$ cat src/pkg/gl_pkg.sv
// Purpose: shared constants, types and helpers of the guard lock supervisor
// Assumes: 25 MHz system clock, APB register access
// Notes:   delays are kept in milliseconds and counted against a 1 ms tick
`default_nettype none
package gl_pkg;

	// ---------------------------------------------------------------
	// clock and timing
	// ---------------------------------------------------------------
	localparam int CLK_HZ      = 25_000_000;
	localparam int TICK_MS     = 1;
	localparam int TICK_CYCLES = CLK_HZ / 1000 * TICK_MS;
	localparam int MS_W        = 16;

	// release delay segments, in ms
	localparam logic [MS_W-1:0] UNL_STEP_A = 16'h0064;  // 100 ms
	localparam logic [MS_W-1:0] UNL_BASE_B = 16'h05DC;  // 1.5 s
	localparam logic [MS_W-1:0] UNL_STEP_B = 16'h01F4;  // 0.5 s
	localparam logic [MS_W-1:0] UNL_BASE_C = 16'h3A98;  // 15 s
	localparam logic [MS_W-1:0] UNL_STEP_C = 16'h1388;  // 5 s
	localparam logic [4:0]      UNL_IDX_B  = 5'h0B;
	localparam logic [4:0]      UNL_IDX_C  = 5'h1D;

	// feedback time segments, in ms
	localparam logic [MS_W-1:0] FBK_STEP_A = 16'h000A;  // 10 ms
	localparam logic [MS_W-1:0] FBK_BASE_B = 16'h0096;  // 150 ms
	localparam logic [MS_W-1:0] FBK_STEP_B = 16'h0032;  // 50 ms
	localparam logic [MS_W-1:0] FBK_BASE_C = 16'h05DC;  // 1.5 s
	localparam logic [MS_W-1:0] FBK_STEP_C = 16'h01F4;  // 0.5 s
	localparam logic [4:0]      FBK_IDX_B  = 5'h0A;
	localparam logic [4:0]      FBK_IDX_C  = 5'h1C;

	// ---------------------------------------------------------------
	// register map
	// ---------------------------------------------------------------
	localparam int              ADDR_W       = 12;
	localparam logic [11:0]     ADDR_CTRL    = 12'h000;
	localparam logic [11:0]     ADDR_STATUS  = 12'h004;
	localparam logic [11:0]     ADDR_INT_ST  = 12'h008;
	localparam logic [11:0]     ADDR_INT_MSK = 12'h00C;
	localparam logic [14:0]     CTRL_RESET   = 15'h0000;
	localparam logic [2:0]      IRQ_RESET    = 3'h0;

	typedef enum logic [1:0] {
		GATE_PRESENT   = 2'h0,
		GATE_ABSENT    = 2'h1,
		GATE_MANDATORY = 2'h2,
		GATE_SPARE     = 2'h3
	} gl_gate_t;

	typedef struct packed {
		logic [4:0] fbkIdx;
		logic [4:0] unlockIdx;
		logic       spring;
		logic       errOutEn;
		logic       monitored;
		gl_gate_t   gateMode;
	} gl_ctrl_t;

	typedef struct packed {
		logic unlockedEv;
		logic lockedEv;
		logic faultEv;
	} gl_irq_t;

	typedef enum {
		GL_UNLOCKED,
		GL_LOCKING,
		GL_LOCKED,
		GL_RELEASE,
		GL_UNLOCKING,
		GL_OPENWAIT,
		GL_FAULT
	} gl_state_t;

	// ---------------------------------------------------------------
	// pin carriers
	// ---------------------------------------------------------------
	typedef struct packed {
		logic unlockReq;
		logic lockFbk;
		logic gateFbk;
		logic resetIn;
	} gl_pin_in_t;

	typedef struct packed {
		logic mainOut;
		logic lockDrive;
		logic faultFlag;
	} gl_pin_out_t;

	// ---------------------------------------------------------------
	// delay tables
	// ---------------------------------------------------------------
	function automatic logic [MS_W-1:0] unlockMs(input logic [4:0] idx);
		logic [MS_W-1:0] i;
		i = {11'h000, idx};
		if (idx < UNL_IDX_B) begin
			unlockMs = 16'(i * UNL_STEP_A);
		end else if (idx < UNL_IDX_C) begin
			unlockMs = 16'(UNL_BASE_B + (i - 16'(UNL_IDX_B)) * UNL_STEP_B);
		end else begin
			unlockMs = 16'(UNL_BASE_C + (i - 16'(UNL_IDX_C)) * UNL_STEP_C);
		end
	endfunction

	function automatic logic [MS_W-1:0] fbkMs(input logic [4:0] idx);
		logic [MS_W-1:0] i;
		i = {11'h000, idx};
		if (idx < FBK_IDX_B) begin
			fbkMs = 16'((i + 16'h0001) * FBK_STEP_A);
		end else if (idx < FBK_IDX_C) begin
			fbkMs = 16'(FBK_BASE_B + (i - 16'(FBK_IDX_B)) * FBK_STEP_B);
		end else begin
			fbkMs = 16'(FBK_BASE_C + (i - 16'(FBK_IDX_C)) * FBK_STEP_C);
		end
	endfunction

endpackage
`default_nettype wire

$ cat src/hw/gl_timer.sv
// Purpose: millisecond down timer with a cycle prescaler
// Assumes: load is a one-cycle pulse
// Notes:   done stays high once the count has run out, until the next load
`timescale 1ns/1ns
`default_nettype none
module gl_timer #(
	parameter int TICK_CYCLES = gl_pkg::TICK_CYCLES
) (
	// clock and reset
	input  wire logic                    sys_clk,
	input  wire logic                    rst_b,
	// control
	input  wire logic                    load,
	input  wire logic [gl_pkg::MS_W-1:0] loadMs,
	// status
	output logic                         done
);
	localparam int PRE_W = $clog2(TICK_CYCLES + 1);
	localparam logic [PRE_W-1:0] PRE_LAST = PRE_W'(TICK_CYCLES - 1);

	typedef struct packed {
		logic [gl_pkg::MS_W-1:0] count;
		logic [PRE_W-1:0]        pre;
		logic                    running;
	} gl_tmr_t;

	gl_tmr_t s;
	gl_tmr_t next_s;

	always_comb begin
		next_s = s;
		if (load) begin
			next_s.count   = loadMs;
			next_s.pre     = '0;
			next_s.running = 1'b1;
		end else if (s.running && s.count != '0) begin
			if (s.pre == PRE_LAST) begin
				next_s.pre   = '0;
				next_s.count = s.count - 1'b1;
			end else begin
				next_s.pre = s.pre + 1'b1;
			end
		end
	end

	always_ff @(posedge sys_clk) begin
		if (!rst_b) begin
			s <= '0;
		end else begin
			s <= next_s;
		end
	end

	assign done = s.running && (s.count == '0);
endmodule
`default_nettype wire

$ cat src/hw/gl_reset_detect.sv
// Purpose: accepts a reset gesture on the reset input
// Assumes: resetIn is synchronous to sys_clk
// Notes:   accept is a one-cycle pulse
`timescale 1ns/1ns
`default_nettype none
module gl_reset_detect (
	// clock and reset
	input  wire logic sys_clk,
	input  wire logic rst_b,
	// gesture
	input  wire logic resetIn,
	input  wire logic monitored,
	output logic      accept
);
	typedef struct packed {
		logic prev;
		logic armed;
	} gl_rst_t;

	gl_rst_t s;
	gl_rst_t next_s;
	logic    rise;
	logic    fall;

	always_comb begin
		rise         = resetIn && !s.prev;
		fall         = !resetIn && s.prev;
		next_s.prev  = resetIn;
		next_s.armed = s.armed;
		if (rise) begin
			next_s.armed = 1'b1;
		end else if (fall) begin
			next_s.armed = 1'b0;
		end
		// manual: the rise alone; monitored: the rise and then the fall
		accept = monitored ? (fall && s.armed) : rise;
	end

	always_ff @(posedge sys_clk) begin
		if (!rst_b) begin
			s <= '0;
		end else begin
			s <= next_s;
		end
	end
endmodule
`default_nettype wire

$ cat src/hw/gl_supervisor.sv
// Purpose: electromechanical guard lock supervisor with APB registers
// Assumes: lock, door and reset pins synchronous to sys_clk; lockFbk high = locked
// Notes:   gateFbk high = door closed; lockDrive high = coil energised
//
// Functional notes
// - main output high only while lock confirmed engaged and, unless gate absent, door closed.
// - unlock request drops main output at once; lock released after delay.
// - unlock request acted upon only in the locked state.
// - any fault forces main output low: door open, late feedback.
// - lock drive, lock feedback and door feedback checked for consistency.
// - mandatory opening mode waits for the door to open after unlock.
// - gate-absent mode supervises with lock feedback only, door ignored.
// - manual reset accepted on a single rising edge of reset input.
// - monitored reset accepted after rise and return low.
// - release delay 0-1 s by 100 ms, 1.5-10 s by 0.5 s, 15-25 s by 5 s.
// - feedback time in 10 ms, 50 ms, then 0.5 s steps to 3 s.
// - with fault output enabled, fault flag high on lock malfunction.
// - spring interlock option: coil energised to release, not to lock.
`timescale 1ns/1ns
`default_nettype none
module gl_supervisor #(
	parameter int TICK_CYCLES = gl_pkg::TICK_CYCLES
) (
	// clock and reset
	input  wire logic                      sys_clk,
	input  wire logic                      rst_b,
	// apb slave
	input  wire logic                      psel,
	input  wire logic                      penable,
	input  wire logic                      pwrite,
	input  wire logic [gl_pkg::ADDR_W-1:0] paddr,
	input  wire logic [31:0]               pwdata,
	output logic      [31:0]               prdata,
	output logic                           pready,
	output logic                           pslverr,
	// lock pins
	input  wire gl_pkg::gl_pin_in_t        pinIn,
	output gl_pkg::gl_pin_out_t            pinOut,
	// interrupt
	output logic                           irq
);
	// ---------------------------------------------------------------
	// state
	// ---------------------------------------------------------------
	typedef struct packed {
		gl_pkg::gl_state_t state;
		logic              lockCmd;
		gl_pkg::gl_ctrl_t  ctrl;
		gl_pkg::gl_irq_t   irqStatus;
		gl_pkg::gl_irq_t   irqMask;
		logic [31:0]       rdata;
	} gl_sup_t;

	gl_sup_t                 s;
	gl_sup_t                 next_s;
	logic                    tmrLoad;
	logic [gl_pkg::MS_W-1:0] tmrMs;
	logic                    tmrDone;
	logic                    resetAccept;
	logic                    doorOk;
	logic                    lockFault;
	logic                    gateAbsent;
	logic                    apbSetup;
	logic                    apbAccess;
	logic                    apbWrite;
	logic                    addrKnown;
	gl_pkg::gl_irq_t         events;
	gl_pkg::gl_irq_t         w1c;

	function automatic logic knownAddr(input logic [gl_pkg::ADDR_W-1:0] a);
		knownAddr = (a == gl_pkg::ADDR_CTRL) || (a == gl_pkg::ADDR_STATUS) ||
			(a == gl_pkg::ADDR_INT_ST) || (a == gl_pkg::ADDR_INT_MSK);
	endfunction

	// ---------------------------------------------------------------
	// helpers
	// ---------------------------------------------------------------
	gl_timer #(
		.TICK_CYCLES (TICK_CYCLES)
	) u_timer (
		.sys_clk (sys_clk),
		.rst_b   (rst_b),
		.load    (tmrLoad),
		.loadMs  (tmrMs),
		.done    (tmrDone)
	);

	gl_reset_detect u_reset (
		.sys_clk   (sys_clk),
		.rst_b     (rst_b),
		.resetIn   (pinIn.resetIn),
		.monitored (s.ctrl.monitored),
		.accept    (resetAccept)
	);

	// ---------------------------------------------------------------
	// apb decode
	// ---------------------------------------------------------------
	assign apbSetup  = psel && !penable;
	assign apbAccess = psel && penable;
	assign addrKnown = knownAddr(paddr);
	assign apbWrite  = apbAccess && pwrite && addrKnown;
	// zero wait states; read data is captured in the setup cycle
	assign pready    = 1'b1;
	assign pslverr   = apbAccess && !addrKnown;
	assign prdata    = s.rdata;

	// ---------------------------------------------------------------
	// lock supervision
	// ---------------------------------------------------------------
	assign gateAbsent = (s.ctrl.gateMode == gl_pkg::GATE_ABSENT);
	// door feedback ignored when no gate is fitted
	assign doorOk     = gateAbsent || pinIn.gateFbk;
	// while locked, door and lock feedback must agree with the drive
	assign lockFault  = !doorOk || !pinIn.lockFbk;

	always_comb begin
		next_s  = s;
		tmrLoad = 1'b0;
		tmrMs   = gl_pkg::fbkMs(s.ctrl.fbkIdx);
		events  = '0;
		w1c     = '0;
		unique case (s.state)
			gl_pkg::GL_UNLOCKED: begin
				if (!pinIn.unlockReq && doorOk) begin
					next_s.state   = gl_pkg::GL_LOCKING;
					next_s.lockCmd = 1'b1;
					tmrLoad        = 1'b1;
				end
			end
			gl_pkg::GL_LOCKING: begin
				if (pinIn.lockFbk) begin
					next_s.state    = gl_pkg::GL_LOCKED;
					events.lockedEv = 1'b1;
				end else if (tmrDone) begin
					// feedback too late
					next_s.state   = gl_pkg::GL_FAULT;
					next_s.lockCmd = 1'b0;
					events.faultEv = 1'b1;
				end
			end
			gl_pkg::GL_LOCKED: begin
				if (lockFault) begin
					next_s.state   = gl_pkg::GL_FAULT;
					next_s.lockCmd = 1'b0;
					events.faultEv = 1'b1;
				end else if (pinIn.unlockReq) begin
					// only this state listens to the request
					next_s.state = gl_pkg::GL_RELEASE;
					tmrLoad      = 1'b1;
					tmrMs        = gl_pkg::unlockMs(s.ctrl.unlockIdx);
				end
			end
			gl_pkg::GL_RELEASE: begin
				// lock stays driven until the release delay runs out
				if (lockFault) begin
					next_s.state   = gl_pkg::GL_FAULT;
					next_s.lockCmd = 1'b0;
					events.faultEv = 1'b1;
				end else if (tmrDone) begin
					next_s.state   = gl_pkg::GL_UNLOCKING;
					next_s.lockCmd = 1'b0;
					tmrLoad        = 1'b1;
				end
			end
			gl_pkg::GL_UNLOCKING: begin
				if (!pinIn.lockFbk) begin
					events.unlockedEv = 1'b1;
					if (s.ctrl.gateMode == gl_pkg::GATE_MANDATORY) begin
						next_s.state = gl_pkg::GL_OPENWAIT;
					end else begin
						next_s.state = gl_pkg::GL_UNLOCKED;
					end
				end else if (tmrDone) begin
					next_s.state   = gl_pkg::GL_FAULT;
					events.faultEv = 1'b1;
				end
			end
			gl_pkg::GL_OPENWAIT: begin
				// cycle may not relock before the door was really opened
				if (!pinIn.gateFbk) begin
					next_s.state = gl_pkg::GL_UNLOCKED;
				end
			end
			gl_pkg::GL_FAULT: begin
				// leave only with the lock released and a reset gesture
				if (!pinIn.lockFbk && resetAccept) begin
					next_s.state = gl_pkg::GL_UNLOCKED;
				end
			end
		endcase

		// register writes
		if (apbWrite) begin
			unique case (paddr)
				gl_pkg::ADDR_CTRL: begin
					next_s.ctrl = pwdata[14:0];
				end
				gl_pkg::ADDR_INT_ST: begin
					w1c = pwdata[2:0];
				end
				gl_pkg::ADDR_INT_MSK: begin
					next_s.irqMask = pwdata[2:0];
				end
				default: begin
				end
			endcase
		end
		// a new event wins over a clear in the same cycle
		next_s.irqStatus = (s.irqStatus & ~w1c) | events;

		// read data
		if (apbSetup) begin
			unique case (paddr)
				gl_pkg::ADDR_CTRL: begin
					next_s.rdata = {17'h0_0000, s.ctrl};
				end
				gl_pkg::ADDR_STATUS: begin
					next_s.rdata = {24'h00_0000, 1'b0, (s.state == gl_pkg::GL_FAULT),
						pinIn.gateFbk, pinIn.lockFbk, s.lockCmd, pinOut};
				end
				gl_pkg::ADDR_INT_ST: begin
					next_s.rdata = {29'h0000_0000, s.irqStatus};
				end
				gl_pkg::ADDR_INT_MSK: begin
					next_s.rdata = {29'h0000_0000, s.irqMask};
				end
				default: begin
					next_s.rdata = 32'h0000_0000;
				end
			endcase
		end
	end

	always_ff @(posedge sys_clk) begin
		if (!rst_b) begin
			s.state     <= gl_pkg::GL_UNLOCKED;
			s.lockCmd   <= 1'b0;
			s.ctrl      <= gl_pkg::CTRL_RESET;
			s.irqStatus <= gl_pkg::IRQ_RESET;
			s.irqMask   <= gl_pkg::IRQ_RESET;
			s.rdata     <= 32'h0000_0000;
		end else begin
			s <= next_s;
		end
	end

	// ---------------------------------------------------------------
	// outputs
	// ---------------------------------------------------------------
	// combinational so the unlock request and faults drop it the same cycle
	assign pinOut.mainOut   = (s.state == gl_pkg::GL_LOCKED) && !pinIn.unlockReq &&
		!lockFault;
	// spring lock holds with the coil off, so the drive is inverted
	assign pinOut.lockDrive = s.ctrl.spring ? !s.lockCmd : s.lockCmd;
	assign pinOut.faultFlag = s.ctrl.errOutEn && (s.state == gl_pkg::GL_FAULT);
	assign irq              = |(s.irqStatus & s.irqMask);
endmodule
`default_nettype wire

$ cat config.mk
export PLATFORM = sky130hd
export DESIGN_NAME = gl_supervisor
export DESIGN_NICKNAME = d
export VERILOG_FILES = /design/src/pkg/gl_pkg.sv /design/src/hw/gl_timer.sv /design/src/hw/gl_reset_detect.sv /design/src/hw/gl_supervisor.sv
export SDC_FILE = /design/constraint.sdc
export NUM_CORES = 1
export LEC_CHECK = 0
export BUFFER_PORTS_ARGS = -buffer_cell sky130_fd_sc_hd__buf_4
export CAP_MARGIN = 10
export CORE_ASPECT_RATIO = 1.1
export CORE_MARGIN = 5
export CORE_UTILIZATION = 36
export DETAILED_ROUTE_END_ITERATION = 10
export GPL_TIMING_DRIVEN = 0
export PLACE_DENSITY = 0.56
export SKIP_CTS_REPAIR_TIMING = 1
export SLEW_MARGIN = 20
export SYNTH_ARGS = -nofsm -noshare
export SYNTH_HDL_FRONTEND = slang
export SYNTH_SLANG_ARGS = --single-unit
$ cat constraint.sdc
create_clock -name sys_clk -period 7.18 [get_ports sys_clk]
set_clock_uncertainty 0.15 [all_clocks]
set_input_delay 0.718 -clock sys_clk [delete_from_list [all_inputs] [get_ports sys_clk]]
set_output_delay 0.718 -clock sys_clk [all_outputs]
set_load 0.02 [all_outputs]
==> flow_metrics.env <==
export IMPL_status="completed"
export IMPL_dpl_worst_slack_ps=183
export IMPL_viasPerCell=5.05
export IMPL_place_gp_congestion=0.891
export IMPL_cts_tree="yes"
export IMPL_start_util=0.366
export IMPL_r2r_start="s[43]"
export IMPL_r2r_cells=20
export IMPL_nets=1498
export IMPL_min_from="prdata[2]"
export IMPL_clk_path_buf_depth=2
export IMPL_synth_edf_count=0
export IMPL_rsz0062_at_grt="false"
export IMPL_hpwl_mm=20.0
export IMPL_fp_dieArea_um2=29900
export IMPL_htreeDepth=3
export IMPL_timing_hold_ws_ps=304
export IMPL_avgRoutedWirePerCell_um=15.0
export IMPL_r2r_end="u_timer.s[26]"
export IMPL_grt_ovfl_total=0
export IMPL_setup_ws_ps=406
export IMPL_crit_path_end_kind="flip-flop"
export IMPL_synth_distinct_cells=83
export IMPL_wirelength_mm=24.3
export IMPL_drt_iter0_markers=633
export IMPL_drv_slew=0
export IMPL_num_antenna_cells=0
export IMPL_slew_headroom=0.171
export IMPL_track_usage=0.163
export IMPL_yosys_most_used_dff="dfxtp_1"
export IMPL_grt_max_degree=13
export IMPL_power_density_nw_per_um2=120
export IMPL_dr_wl_met2_mm=11.7
export IMPL_path_clk_slew_ps=60
export IMPL_cp_start_kind="flip-flop"
export IMPL_fp_dieH_um=181
export IMPL_clk_latency_ps=340
export IMPL_seq_area_frac_synth=0.155
export IMPL_synth_top_area_cell="ha_1"
export IMPL_dr_pass1_iters=5
export IMPL_die_w_um=165
export IMPL_wl_met1_mm=11.7
export IMPL_synth_top_area_share=0.178
export IMPL_core_region_area_um2=26100
export IMPL_numCtsBuffers=9
export IMPL_area_delta_synth_final_pct=12.7
export IMPL_timing_hold_violations_final=0
export IMPL_holdCritPathClass="flip-flop to flip-flop"
export IMPL_setup_worst_path_class="flip-flop to flip-flop"
export IMPL_min_period_ps=6770
export IMPL_setup_tns_ps=0
export IMPL_vdd_ir_drop_max_uv=125
export IMPL_setup_viol=0
export IMPL_syn_inst=1185
export IMPL_grt_pass1_vias=7952
export IMPL_path_max_fanout=10
export IMPL_max_freq_mhz=148
export IMPL_ys_ff_latch=74
export IMPL_ys_warn_count=0
export IMPL_highest_layer="met4"
export IMPL_maxCapViolations=0
export IMPL_fp_row_count=62
export IMPL_cp_required_ps=7220
export IMPL_hold_depth=2
export IMPL_ant_nets=0
export IMPL_worst_pin_slew_ps=1230
export IMPL_fin_crit_sh=0.943
export IMPL_crit_arrival_ps=6820
export IMPL_drive_gt1_frac=0.114
export IMPL_min_to="prdata[2]"
export IMPL_root_buffer="clkbuf_16"
export IMPL_reg2reg_slack_ps=410
export IMPL_cts_sinks=74
export IMPL_synth_area_per_cell_um2=8.08
export IMPL_drc=0
export IMPL_ios=91
export IMPL_ys_top_cells_by_area="ha_1 (18%), dfxtp_1 (15%), fa_1 (9.0%)"
export IMPL_met3WireLength_um=613
export IMPL_io_buffer_count=54
export IMPL_antenna_found_initial=0
export IMPL_ys_async_sr_fraction=0
export IMPL_vias=8183
export IMPL_grt_pass1_wl_mm=39.7
export IMPL_p_leak_nw=4.75
export IMPL_netlist_area_um2=9570
## per-stage QoR
stage / power (W) / instance area (um^2) / cells / util
2_1_floorplan: 0.000746 / 9630 / 1201 / -
3_3_place_gp: 0.000834 / 10500 / 1607 / 0.401
3_5_place_dp: 0.000836 / 10500 / 1607 / 0.401
4_1_cts: 0.00130 / 10800 / 1622 / 0.412
5_1_grt: 0.00136 / 10800 / 1622 / 0.413
6_report: 0.00130 / 10800 / 1622 / 0.413
## cells in the mapped netlist (all sizes together) (4+ instances only)
cell type / n
a22oi: 10
nor2b: 11
or4: 8
a21oi: 80
nor2: 104
inv: 127
a2111oi: 4
a31oi: 15
xor2: 58
nand2b: 16
a311oi: 6
a211oi: 23
a221oi: 5
and3: 9
nand2: 92
nor4: 7
nor3: 21
o21ai: 41
fa: 43
o211ai: 7
buf: 42
clkbuf: 34
nand3b: 4
or3: 12
o2111ai: 4
a21o: 10
nand3: 23
nand4: 8
or2: 7
xnor2: 68
mux2i: 13
and2: 7
o21a: 6
o21bai: 4
dfxtp: 74
ha: 136
## area by class of cell
type                    count  area (um^2)
fillers                  2745        15400
multi-input cells         924         7260
flip-flops and latches     74         1480
inverters                 127          477
well taps                 352          440
plain buffers              76          418
repair buffers             54          405
clock buffers              13          270
clock inverters             2         35.0
## cell families after synthesis
group | count (synthesis) | share of synthesized area
flip-flops | 74 | 0.155
XOR/XNOR | 126 | 0.115
AND/OR/NAND/NOR | 339 | 0.176
other | 2 | 0.000785
multiplexers | 19 | 0.0242
adder cells (fa/ha/maj) | 179 | 0.268
AO/OA/AOI/OAI | 243 | 0.168
buffers and inverters | 203 | 0.0935
## registers in the layout (all words and copies together) (netlist names)
signal / cells
prdata: 15
s: 25
u_reset.s: 2
u_timer.s: 32
## report_power, final
part	switching [W]	internal [W]
registers	0.0000288	0.000444
clock network	0.000172	0.000295
logic	0.000217	0.000141
## per-layer routing
metal,track usage,vias up
li1,-,4169
met1,0.225,3888
met2,0.278,103
met3,0.0160,23
met4,0.0297,0
met5,0,-
## worst max-delay path: stages, from the launching register on
cell	delay (ps)
dfxtp_1	520
buf_1	540
inv_1	430
ha_1	580
xnor2_2	470
xnor2_1	180
fa_1	510
inv_1	60
fa_1	500
inv_1	50
fa_1	490
inv_1	40
ha_1	280
inv_1	50
a21oi_1	260
o21ai_0	180
a2bb2oi_1	310
xor2_1	220
nor3_1	70
a2111oi_0	680
a2111oi_2	60
## cell usage in the layout (no fill, tap or decap), drive strengths merged, types with 8 or more instances in the layout
cell type and count:
a22oi 10, nand2b 16, fa 43, nor2b 11, nand3 23, ha 136, buf 96, and3 9
inv 127, clkbuf 47, xnor2 68, a211oi 23, dfxtp 74, or4 8, a21o 10, a31oi 15
nor3 21, or3 12, xor2 58, conb 18, nand4 8, o21ai 41, nor2 104, a21oi 80
nand2 92, mux2i 13
## worst max path at each step
stage | start | end | slack, ps | cells past startpoint
floorplan | s[43] | u_timer.s[27] | 1730 | 19
global placement | s[43] | u_timer.s[26] | 280 | 20
detailed placement | s[43] | u_timer.s[26] | 180 | 20
CTS | s[43] | u_timer.s[26] | 160 | 20
global route | s[43] | u_timer.s[26] | 60 | 20
finish | s[43] | u_timer.s[26] | 410 | 20
No activity file was read; power rests on OpenSTA's default activity.
